--- config.mk ---
export PLATFORM = sky130hd
export DESIGN_NAME = ofs_supervisor
export DESIGN_NICKNAME = d
export VERILOG_FILES = /design/src/ofs_pkg.sv /design/src/ofs_dly_filt.sv /design/src/ofs_supervisor.sv
export SDC_FILE = /design/constraint.sdc
export NUM_CORES = 1
export LEC_CHECK = 0
export BUFFER_PORTS_ARGS = -buffer_cell sky130_fd_sc_hd__buf_2
export CORE_MARGIN = 10
export CORE_UTILIZATION = 45
export CTS_CLUSTER_DIAMETER = 60
export DETAILED_ROUTE_END_ITERATION = 10
export GPL_ROUTABILITY_DRIVEN = 0
export SETUP_SLACK_MARGIN = 0.3
export SYNTH_ARGS = -nofsm -noshare
export SYNTH_HDL_FRONTEND = slang
export SYNTH_HIERARCHICAL = 1
export SYNTH_SLANG_ARGS = --single-unit
--- constraint.sdc ---
create_clock -name clk -period 8.1 [get_ports clk]
set_clock_uncertainty 0.2 [all_clocks]
set_input_delay 0.405 -clock clk [delete_from_list [all_inputs] [get_ports clk]]
set_output_delay 0.405 -clock clk [all_outputs]
set_load 0.02 [all_outputs]
--- src/ofs_pkg.sv ---
/*
  Constants, types and register map of the output fault supervisor.
  Assumes one 25 MHz clock, an APB master and measurements already digitised in mV and degC.
*/
// How it works
// - Undervoltage trips below a share of the setpoint, 75 percent by default, 80 or 85 by setting.
// - Undervoltage, overtemperature and tracking faults turn the output off about 6 us after crossing.
// - At or above 130 degC the output shuts down and may restart only once below 120 degC.
// - Tracking, when enabled, is checked only during the ramp up and trips beyond 250 mV either way.
// - An overtemperature warning at 120 degC with 3 degC hysteresis is a status flag only.
// - The warning flag follows its crossing after about 6 us.
// - The power-good pin is high inside a window from a programmable low limit to 110 percent.
// - The power-good pin follows a window crossing after about 6 us.
// - The overvoltage threshold is never below 1.0 V whatever the percentage.
// - Overvoltage trips above 130 percent of the setpoint by default, set in 10 percent steps.
package ofs_pkg;

  localparam int unsigned CLK_HZ         = 25_000_000;
  localparam int unsigned TRIP_DELAY_NS  = 6000;
  localparam int unsigned TRIP_DELAY_CYC = (TRIP_DELAY_NS * (CLK_HZ / 1_000_000)) / 1000;
  localparam int unsigned RETRY_MS       = 130;
  localparam int unsigned RETRY_CYC      = RETRY_MS * (CLK_HZ / 1000);
  localparam int unsigned RETRY_W        = 22;
  localparam int unsigned FILT_CNT_W     = 8;

  localparam int unsigned PCT_SCALE      = 100;
  localparam int unsigned UV_BASE_PCT    = 75;
  localparam int unsigned UV_STEP_PCT    = 5;
  localparam int unsigned UV_MAX_PCT     = 85;
  localparam int unsigned OV_BASE_PCT    = 130;
  localparam int unsigned OV_STEP_PCT    = 10;
  localparam int unsigned OV_MIN_PCT     = 110;
  localparam int unsigned OV_FLOOR_MV    = 1000;
  localparam int unsigned PG_HI_PCT      = 110;
  localparam int unsigned PG_LO_MIN_PCT  = 70;
  localparam int unsigned PG_LO_STEP_PCT = 5;
  localparam int          OT_TRIP_C      = 130;
  localparam int          OT_RESTART_C   = 120;
  localparam int          OTW_SET_C      = 120;
  localparam int          OTW_HYST_C     = 3;
  localparam int          TRK_LIMIT_MV   = 250;

  localparam int unsigned ADDR_W         = 8;
  localparam logic [7:0]  OFF_CTRL       = 8'h00;
  localparam logic [7:0]  OFF_STATUS     = 8'h04;
  localparam logic [7:0]  OFF_MASK       = 8'h08;
  localparam logic [7:0]  OFF_LIVE       = 8'h0c;
  localparam logic [7:0]  OFF_CMD        = 8'h10;
  localparam int unsigned CMD_RESTART    = 0;

  localparam int unsigned NEV            = 6;
  localparam int unsigned NTRIP          = 4;
  localparam int unsigned EV_UV          = 0;
  localparam int unsigned EV_OV          = 1;
  localparam int unsigned EV_OT          = 2;
  localparam int unsigned EV_TRK         = 3;
  localparam int unsigned EV_OTW         = 4;
  localparam int unsigned EV_PG          = 5;
  localparam int unsigned LIVE_CAUSE_LSB = 6;
  localparam int unsigned LIVE_FSM_LSB   = 10;

  typedef enum logic [2:0] {
    FS_ON    = 3'b001,
    FS_RETRY = 3'b010,
    FS_LATCH = 3'b100
  } ofs_fsm_t;

  // Control register, bit 11 down to bit 0.
  typedef struct packed {
    logic [NTRIP-1:0] latch;
    logic             trk_en;
    logic [2:0]       pg_sel;
    logic [1:0]       ov_sel;
    logic [1:0]       uv_sel;
  } ofs_ctrl_t;

  localparam ofs_ctrl_t CTRL_RST = '{latch: 4'h0, trk_en: 1'b0, pg_sel: 3'h4,
                                     ov_sel: 2'h0, uv_sel: 2'h0};

  typedef struct packed {
    logic                  out;
    logic [FILT_CNT_W-1:0] cnt;
  } ofs_filt_t;

  typedef struct packed {
    ofs_fsm_t         fsm;
    logic [RETRY_W-1:0] retry_cnt;
    logic [NTRIP-1:0] cause;
    ofs_ctrl_t        ctrl;
    logic [NEV-1:0]   status;
    logic [NEV-1:0]   mask;
    logic [NEV-1:0]   fprev;
    logic             ack;
    logic             err;
    logic [31:0]      rdata;
  } ofs_state_t;

endpackage

--- src/ofs_dly_filt.sv ---
/*
  Delay filter: the output takes a new input level only after it has stood for N clocks.
  Assumes the input is synchronous to clk.
*/
module ofs_dly_filt #(
  parameter int unsigned N = ofs_pkg::TRIP_DELAY_CYC
) (
  // Clock and reset.
  input  wire logic clk,
  input  wire logic rst_b,
  // Level in and filtered level out.
  input  wire logic raw,
  output logic      filt
);

  ofs_pkg::ofs_filt_t st_q;
  ofs_pkg::ofs_filt_t st_d;

  always_comb begin
    st_d = st_q;
    if (raw == st_q.out) begin
      st_d.cnt = '0;
    end else if (st_q.cnt == ofs_pkg::FILT_CNT_W'(N - 1)) begin
      st_d.out = raw;
      st_d.cnt = '0;
    end else begin
      st_d.cnt = st_q.cnt + 1'b1;
    end
  end

  always_ff @(posedge clk or negedge rst_b) begin
    if (!rst_b) begin
      st_q <= '0;
    end else begin
      st_q <= st_d;
    end
  end

  assign filt = st_q.out;
endmodule

--- src/ofs_supervisor.sv ---
/*
  Output fault supervisor: trips, retry or latch-off, warning, power-good pin and APB registers.
  Assumes APB master on clk, measured output, setpoint and ramp target in mV, temperature in degC.
*/
// Local design decisions: the address map and the APB slave port.
module ofs_supervisor #(
  parameter int unsigned RETRY_CYC = ofs_pkg::RETRY_CYC,
  parameter int unsigned DELAY_CYC = ofs_pkg::TRIP_DELAY_CYC
) (
  // Clock and reset.
  input  wire logic                        clk,
  input  wire logic                        rst_b,
  // APB slave.
  input  wire logic                        psel,
  input  wire logic                        penable,
  input  wire logic                        pwrite,
  input  wire logic [ofs_pkg::ADDR_W-1:0]  paddr,
  input  wire logic [31:0]                 pwdata,
  output logic                             pready,
  output logic [31:0]                      prdata,
  output logic                             pslverr,
  // Measurements.
  input  wire logic [15:0]                 vout_mv,
  input  wire logic [15:0]                 vset_mv,
  input  wire logic [15:0]                 ramp_target_mv,
  input  wire logic                        ramp_active,
  input  wire logic signed [9:0]           temp_c,
  // Power stage and system.
  output logic                             out_enable,
  output logic                             output_in_window_flag,
  output logic                             irq
);

  ofs_pkg::ofs_state_t st_q;
  ofs_pkg::ofs_state_t st_d;

  logic [ofs_pkg::NEV-1:0]   raw;
  logic [ofs_pkg::NEV-1:0]   filt;
  logic [ofs_pkg::NTRIP-1:0] trip;
  logic [7:0]                uv_pct;
  logic [7:0]                ov_pct;
  logic [7:0]                pg_pct;
  logic [23:0]               vo100;
  logic [23:0]               uv_thr;
  logic [23:0]               ov_thr;
  logic [23:0]               ov_pct_thr;
  logic [23:0]               pg_lo_thr;
  logic [23:0]               pg_hi_thr;
  logic signed [16:0]        trk_dev;
  logic                      fs_on;
  logic                      acc;
  logic                      wr;
  logic                      restart;
  logic [ofs_pkg::NEV-1:0]   ev;
  logic [ofs_pkg::NEV-1:0]   rd_clr;

  assign fs_on = (st_q.fsm == ofs_pkg::FS_ON);

  // Threshold percentages from the control register.
  always_comb begin
    if (st_q.ctrl.uv_sel > 2'h2) begin
      uv_pct = 8'(ofs_pkg::UV_MAX_PCT);
    end else begin
      uv_pct = 8'(ofs_pkg::UV_BASE_PCT + ofs_pkg::UV_STEP_PCT * st_q.ctrl.uv_sel);
    end
    if (st_q.ctrl.ov_sel > 2'h2) begin
      ov_pct = 8'(ofs_pkg::OV_MIN_PCT);
    end else begin
      ov_pct = 8'(ofs_pkg::OV_BASE_PCT - ofs_pkg::OV_STEP_PCT * st_q.ctrl.ov_sel);
    end
    pg_pct = 8'(ofs_pkg::PG_LO_MIN_PCT + ofs_pkg::PG_LO_STEP_PCT * st_q.ctrl.pg_sel);
  end

  // Thresholds compared in units of mV times one hundred.
  always_comb begin
    vo100      = 24'(vout_mv) * 24'(ofs_pkg::PCT_SCALE);
    uv_thr     = 24'(vset_mv) * 24'(uv_pct);
    ov_pct_thr = 24'(vset_mv) * 24'(ov_pct);
    pg_lo_thr  = 24'(vset_mv) * 24'(pg_pct);
    pg_hi_thr  = 24'(vset_mv) * 24'(ofs_pkg::PG_HI_PCT);
    if (ov_pct_thr < 24'(ofs_pkg::OV_FLOOR_MV * ofs_pkg::PCT_SCALE)) begin
      ov_thr = 24'(ofs_pkg::OV_FLOOR_MV * ofs_pkg::PCT_SCALE);
    end else begin
      ov_thr = ov_pct_thr;
    end
    trk_dev = $signed({1'b0, vout_mv}) - $signed({1'b0, ramp_target_mv});
  end

  // Raw fault and window levels before the delay filters.
  always_comb begin
    raw                  = '0;
    raw[ofs_pkg::EV_UV]  = fs_on && (vo100 < uv_thr);
    raw[ofs_pkg::EV_OV]  = vo100 > ov_thr;
    if (filt[ofs_pkg::EV_OT]) begin
      raw[ofs_pkg::EV_OT] = temp_c >= ofs_pkg::OT_RESTART_C;
    end else begin
      raw[ofs_pkg::EV_OT] = temp_c >= ofs_pkg::OT_TRIP_C;
    end
    raw[ofs_pkg::EV_TRK] = st_q.ctrl.trk_en && ramp_active &&
                           (trk_dev > ofs_pkg::TRK_LIMIT_MV || trk_dev < -ofs_pkg::TRK_LIMIT_MV);
    if (filt[ofs_pkg::EV_OTW]) begin
      raw[ofs_pkg::EV_OTW] = temp_c >= ofs_pkg::OTW_SET_C - ofs_pkg::OTW_HYST_C;
    end else begin
      raw[ofs_pkg::EV_OTW] = temp_c >= ofs_pkg::OTW_SET_C;
    end
    raw[ofs_pkg::EV_PG]  = (vo100 >= pg_lo_thr) && (vo100 <= pg_hi_thr);
  end

  // One delay filter per monitored level.
  for (genvar i = 0; i < ofs_pkg::NEV; i++) begin : g_filt
    ofs_dly_filt #(
      .N (DELAY_CYC)
    ) u_filt (
      .clk   (clk),
      .rst_b (rst_b),
      .raw   (raw[i]),
      .filt  (filt[i])
    );
  end

  assign trip    = filt[ofs_pkg::NTRIP-1:0];
  assign acc     = psel && penable && st_q.ack;
  assign wr      = acc && pwrite;
  assign restart = wr && (paddr == ofs_pkg::OFF_CMD) && pwdata[ofs_pkg::CMD_RESTART];
  assign rd_clr  = (acc && !pwrite && paddr == ofs_pkg::OFF_STATUS) ?
                   st_q.rdata[ofs_pkg::NEV-1:0] : '0;

  always_comb begin
    ev                     = '0;
    ev[ofs_pkg::NTRIP-1:0] = fs_on ? trip : '0;
    ev[ofs_pkg::EV_OTW]    = filt[ofs_pkg::EV_OTW] && !st_q.fprev[ofs_pkg::EV_OTW];
    ev[ofs_pkg::EV_PG]     = filt[ofs_pkg::EV_PG] != st_q.fprev[ofs_pkg::EV_PG];
  end

  // Next state.
  always_comb begin
    st_d       = st_q;
    st_d.fprev = filt;
    st_d.status = (st_q.status & ~rd_clr) | ev;
    unique case (st_q.fsm)
      ofs_pkg::FS_ON: begin
        if (|trip) begin
          st_d.cause     = trip;
          st_d.retry_cnt = ofs_pkg::RETRY_W'(RETRY_CYC - 1);
          if (|(trip & st_q.ctrl.latch)) begin
            st_d.fsm = ofs_pkg::FS_LATCH;
          end else begin
            st_d.fsm = ofs_pkg::FS_RETRY;
          end
        end
      end
      ofs_pkg::FS_RETRY: begin
        if (st_q.retry_cnt != '0) begin
          st_d.retry_cnt = st_q.retry_cnt - 1'b1;
        end else if (!filt[ofs_pkg::EV_OT]) begin
          st_d.fsm = ofs_pkg::FS_ON;
        end else begin
          st_d.retry_cnt = ofs_pkg::RETRY_W'(RETRY_CYC - 1);
        end
        if (restart && !filt[ofs_pkg::EV_OT]) begin
          st_d.fsm = ofs_pkg::FS_ON;
        end
      end
      ofs_pkg::FS_LATCH: begin
        if (restart && !filt[ofs_pkg::EV_OT]) begin
          st_d.fsm = ofs_pkg::FS_ON;
        end
      end
      default: begin
        st_d.fsm = ofs_pkg::FS_LATCH;
      end
    endcase
    if (wr && paddr == ofs_pkg::OFF_CTRL) begin
      st_d.ctrl = ofs_pkg::ofs_ctrl_t'(pwdata[$bits(ofs_pkg::ofs_ctrl_t)-1:0]);
    end
    if (wr && paddr == ofs_pkg::OFF_MASK) begin
      st_d.mask = pwdata[ofs_pkg::NEV-1:0];
    end
    // Setup phase captures read data so the access phase answers from flops.
    st_d.ack = psel && !penable;
    if (psel && !penable) begin
      st_d.err   = 1'b0;
      st_d.rdata = '0;
      unique case (paddr)
        ofs_pkg::OFF_CTRL: begin
          st_d.rdata[$bits(ofs_pkg::ofs_ctrl_t)-1:0] = st_q.ctrl;
        end
        ofs_pkg::OFF_STATUS: begin
          st_d.rdata[ofs_pkg::NEV-1:0] = st_q.status;
        end
        ofs_pkg::OFF_MASK: begin
          st_d.rdata[ofs_pkg::NEV-1:0] = st_q.mask;
        end
        ofs_pkg::OFF_LIVE: begin
          st_d.rdata[ofs_pkg::NEV-1:0] = filt;
          st_d.rdata[ofs_pkg::LIVE_CAUSE_LSB +: ofs_pkg::NTRIP] = st_q.cause;
          st_d.rdata[ofs_pkg::LIVE_FSM_LSB +: 3] = st_q.fsm;
        end
        ofs_pkg::OFF_CMD: begin
          st_d.rdata = '0;
        end
        default: begin
          st_d.err = 1'b1;
        end
      endcase
    end
  end

  always_ff @(posedge clk or negedge rst_b) begin
    if (!rst_b) begin
      st_q <= '{fsm: ofs_pkg::FS_ON, ctrl: ofs_pkg::CTRL_RST, default: '0};
    end else begin
      st_q <= st_d;
    end
  end

  assign pready                = acc;
  assign pslverr               = acc && st_q.err;
  assign prdata                = st_q.rdata;
  assign out_enable            = st_q.fsm[0];
  assign output_in_window_flag = filt[ofs_pkg::EV_PG];
  assign irq                   = |(st_q.status & st_q.mask);
endmodule

==> results_dict.tcl <==
set metrics [dict create \
    clk_path_buf_depth 2 \
    path_depth 34 \
    grt_pass1_wl_mm 98.9 \
    drt_iter0_drc 1055 \
    syn_to_final_growth_pct 15.8 \
    p_per_area_mw_per_mm2 183 \
    finalSetupTns_ns 0 \
    via_per_inst 5.34 \
    drv_slew 0 \
    setup_viol 0 \
    clkTransAtPathRegs_ns 0.06 \
    hold_ws_ns 0.0130 \
    cts.sinks 124 \
    setup_slack_ns 0.121 \
    dp_hpwl_mm 50.0 \
    ios 141 \
    port_buffers 101 \
    worst_setup_path_endpoint "g_filt[1].u_filt/st_q[5]" \
    critPathCaptureType "register" \
    dieArea_sq_mm 0.0600 \
    start_util 0.455 \
    critPathLaunch "st_q[55]" \
    drv_cap 0 \
    drcViolationCount 0 \
    worstPathRequired_ns 8.25 \
    synth_ff_type "dfrtp_1" \
    r2r-end "g_filt[1].u_filt/st_q[5]" \
    period_share 0.985 \
    grt_pass1_vias 19000 \
    synth_common_cells "inv_1 (445), ha_1 (374), fa_1 (243)" \
    cts_tree "yes" \
    relSlewSlack 0.379 \
    rrSetupSlack_ns 0.12 \
    grtUsageMet2 0.346 \
    clock.fmax_ghz 0.125 \
    worstPathArrival_ns 8.13 \
    status "finished clean" \
    r2r_start "st_q[55]" \
    synth_largest_area_cell "fa_1" \
    p_leak_nw 13.7 \
    ys_async_sr_fraction 1.00 \
    syn_area_sq_mm 0.0228 \
    placed_area_sq_mm 0.0248 \
    slowest_stage "or4_4" \
    tightest_slew_ns 0.928 \
    critPathTopFamily "adder cells" \
    grt_remaining_overflow 0 \
    synth_cell_type_count 75 \
    critPathMaxFanout 8 \
    fin_nets 3570 \
    fin_area_sq_mm 0.0264 \
    die_x_um 245 \
    routed_wl_mm 61.2 \
    max_stage_delay_ns 0.53 \
    finalHoldViolations 0 \
    cts_buffers 17 \
    peakVddDrop_mv 0.157 \
    hold_path_class "in2reg" \
    syn_inst 2619 \
    core-area_sq_mm 0.0501 \
    top_usage_layer "met2" \
    synthTopCellsByArea "fa_1 (21%), ha_1 (21%), dfrtp_1 (13%)" \
    synth.avg_cell_area_sq_um 8.70 \
    grt_antenna_before_repair 3 \
    gr-usage-all-layers 0.203 \
    synth_most_common_cell "inv_1" \
    num_rows 82 \
    met1_usage 0.268 \
    cp.buffers_inverters 8 \
    ys_ff_latch 124 \
    ff2ff_path_depth 34 \
    fp.dieH_um 245 \
    wl_per_cell_um 17.3 \
    seq_area_frac_synth 0.136 \
    htree_levels 4 \
    vias 18900 \
    fin_crit_ns 7.98 \
    diodes 0 \
    yosysTopAreaCellShare 0.213 \
    yosysWarnings 6 \
    grt_max_degree 74 \
    final_layout_size_suffix_gt1_frac 0.159 \
    clkLatencyLatePin_ns 0.42 \
    final_antenna_net_count 0 \
    rsz0062_at_grt "true" \
    grt_use_met3 0.0220 \
    cp-start-kind "register" \
    first_pass_iters 6 \
    path_class "reg2reg" \
    clock-root-buffer "clkbuf_16" \
    synth-edff-count 0 \
    place_ws_ns -0.229 \
]
## metal layers
metal  wire length (um)  share of wire
met2              29900           0.49
met3               2370          0.039
met5                 21        0.00034
met4               1540          0.025
met1              27300           0.45
## flip-flops by register name, indices dropped and copies added, names as in the netlist
signal	count
st_q	56
g_filt.u_filt/st_q	48
prdata	13
g_filt.u_filt/filt	6
out_enable	1
## worst min path at each step
stage / slack, ns / endpoint / cells past startpoint / from
after floorplan: -0.09 / g_filt[0].u_filt/filt / 0 / rst_b
after global placement: 0.22 / st_q[50] / 1 / st_q[38]
after detailed placement: 0.24 / st_q[50] / 1 / st_q[38]
after CTS: 0.0003 / st_q[56] / 3 / pwdata[4]
after global routing: 0.01 / st_q[56] / 3 / pwdata[4]
final: 0.01 / st_q[56] / 3 / pwdata[4]
## where the power goes
part           switching [mW]  internal [mW]  leakage [nW]
registers              0.0133          0.632          1.68
logic                    1.95           1.50          11.8
clock network           0.283          0.467         0.279
## cell type report
class,count,area [sq um]
flip-flops and latches,124,3110
repair buffers,282,2020
multi-input cells,1972,18100
inverters,452,1700
well taps,672,841
clock inverters,11,120
fillers,4688,23700
clock buffers,21,460
## repair_timing
item | CTS | global route
gates resized for setup | 64 | 54
hold endpoints to repair | 52 | 0
pin swaps | 55 | 48
cloned | 2 | 1
hold buffers | 3 | 0
setup buffers | 15 | 20
setup endpoints to repair | 17 | 27
## worst register-to-register path, delay by kind of cell (launching register included)
family	cells	cell delay, ns
AO/OA/AOI/OAI	10	2.09
XOR/XNOR	2	0.39
adder cells (fa/ha/maj)	6	2.35
buffers and inverters	8	0.77
flip-flops	1	0.40
AND/OR/NAND/NOR	8	1.72
## cell families after synthesis
| kind of cell | after synthesis | share of synthesized area |
|---|---|---|
| adders and majority gates | 617 | 0.419 |
| muxes | 30 | 0.0160 |
| xor gates and xnor gates | 116 | 0.0446 |
| DFF | 124 | 0.136 |
| other | 1 | 0.000165 |
| buffers and inverters | 541 | 0.0948 |
| AOI/OAI and AO/OA | 432 | 0.126 |
| and+or+nand+nor | 758 | 0.164 |
## per-stage QoR
step / total power, mW / utilization / std cells
after floorplan: 2.94 / - / 2637
after detailed placement: 3.90 / 0.496 / 3461
after global placement: 3.79 / 0.496 / 3461
after global routing: 5.32 / 0.527 / 3534
after CTS: 4.76 / 0.518 / 3513
final: 4.84 / 0.527 / 3534
## cells in the final DEF, fill, tap and decap left out, drive strengths merged, types with 11 or more instances in the layout
cell type / n
a21o: 55
a21oi: 138
a31oi: 14
and2: 65
and3: 11
buf: 277
clkbuf: 23
clkinv: 12
conb: 19
dfrtp: 122
fa: 243
ha: 374
inv: 446
mux2: 21
nand2: 164
nand2b: 39
nand3: 52
nand4: 30
nor2: 238
nor2b: 34
nor3: 38
nor4: 18
o21a: 14
o21ai: 103
or2: 13
or3: 29
xnor2: 56
xor2: 60
Note: power is estimated with default switching activity, not from simulation.
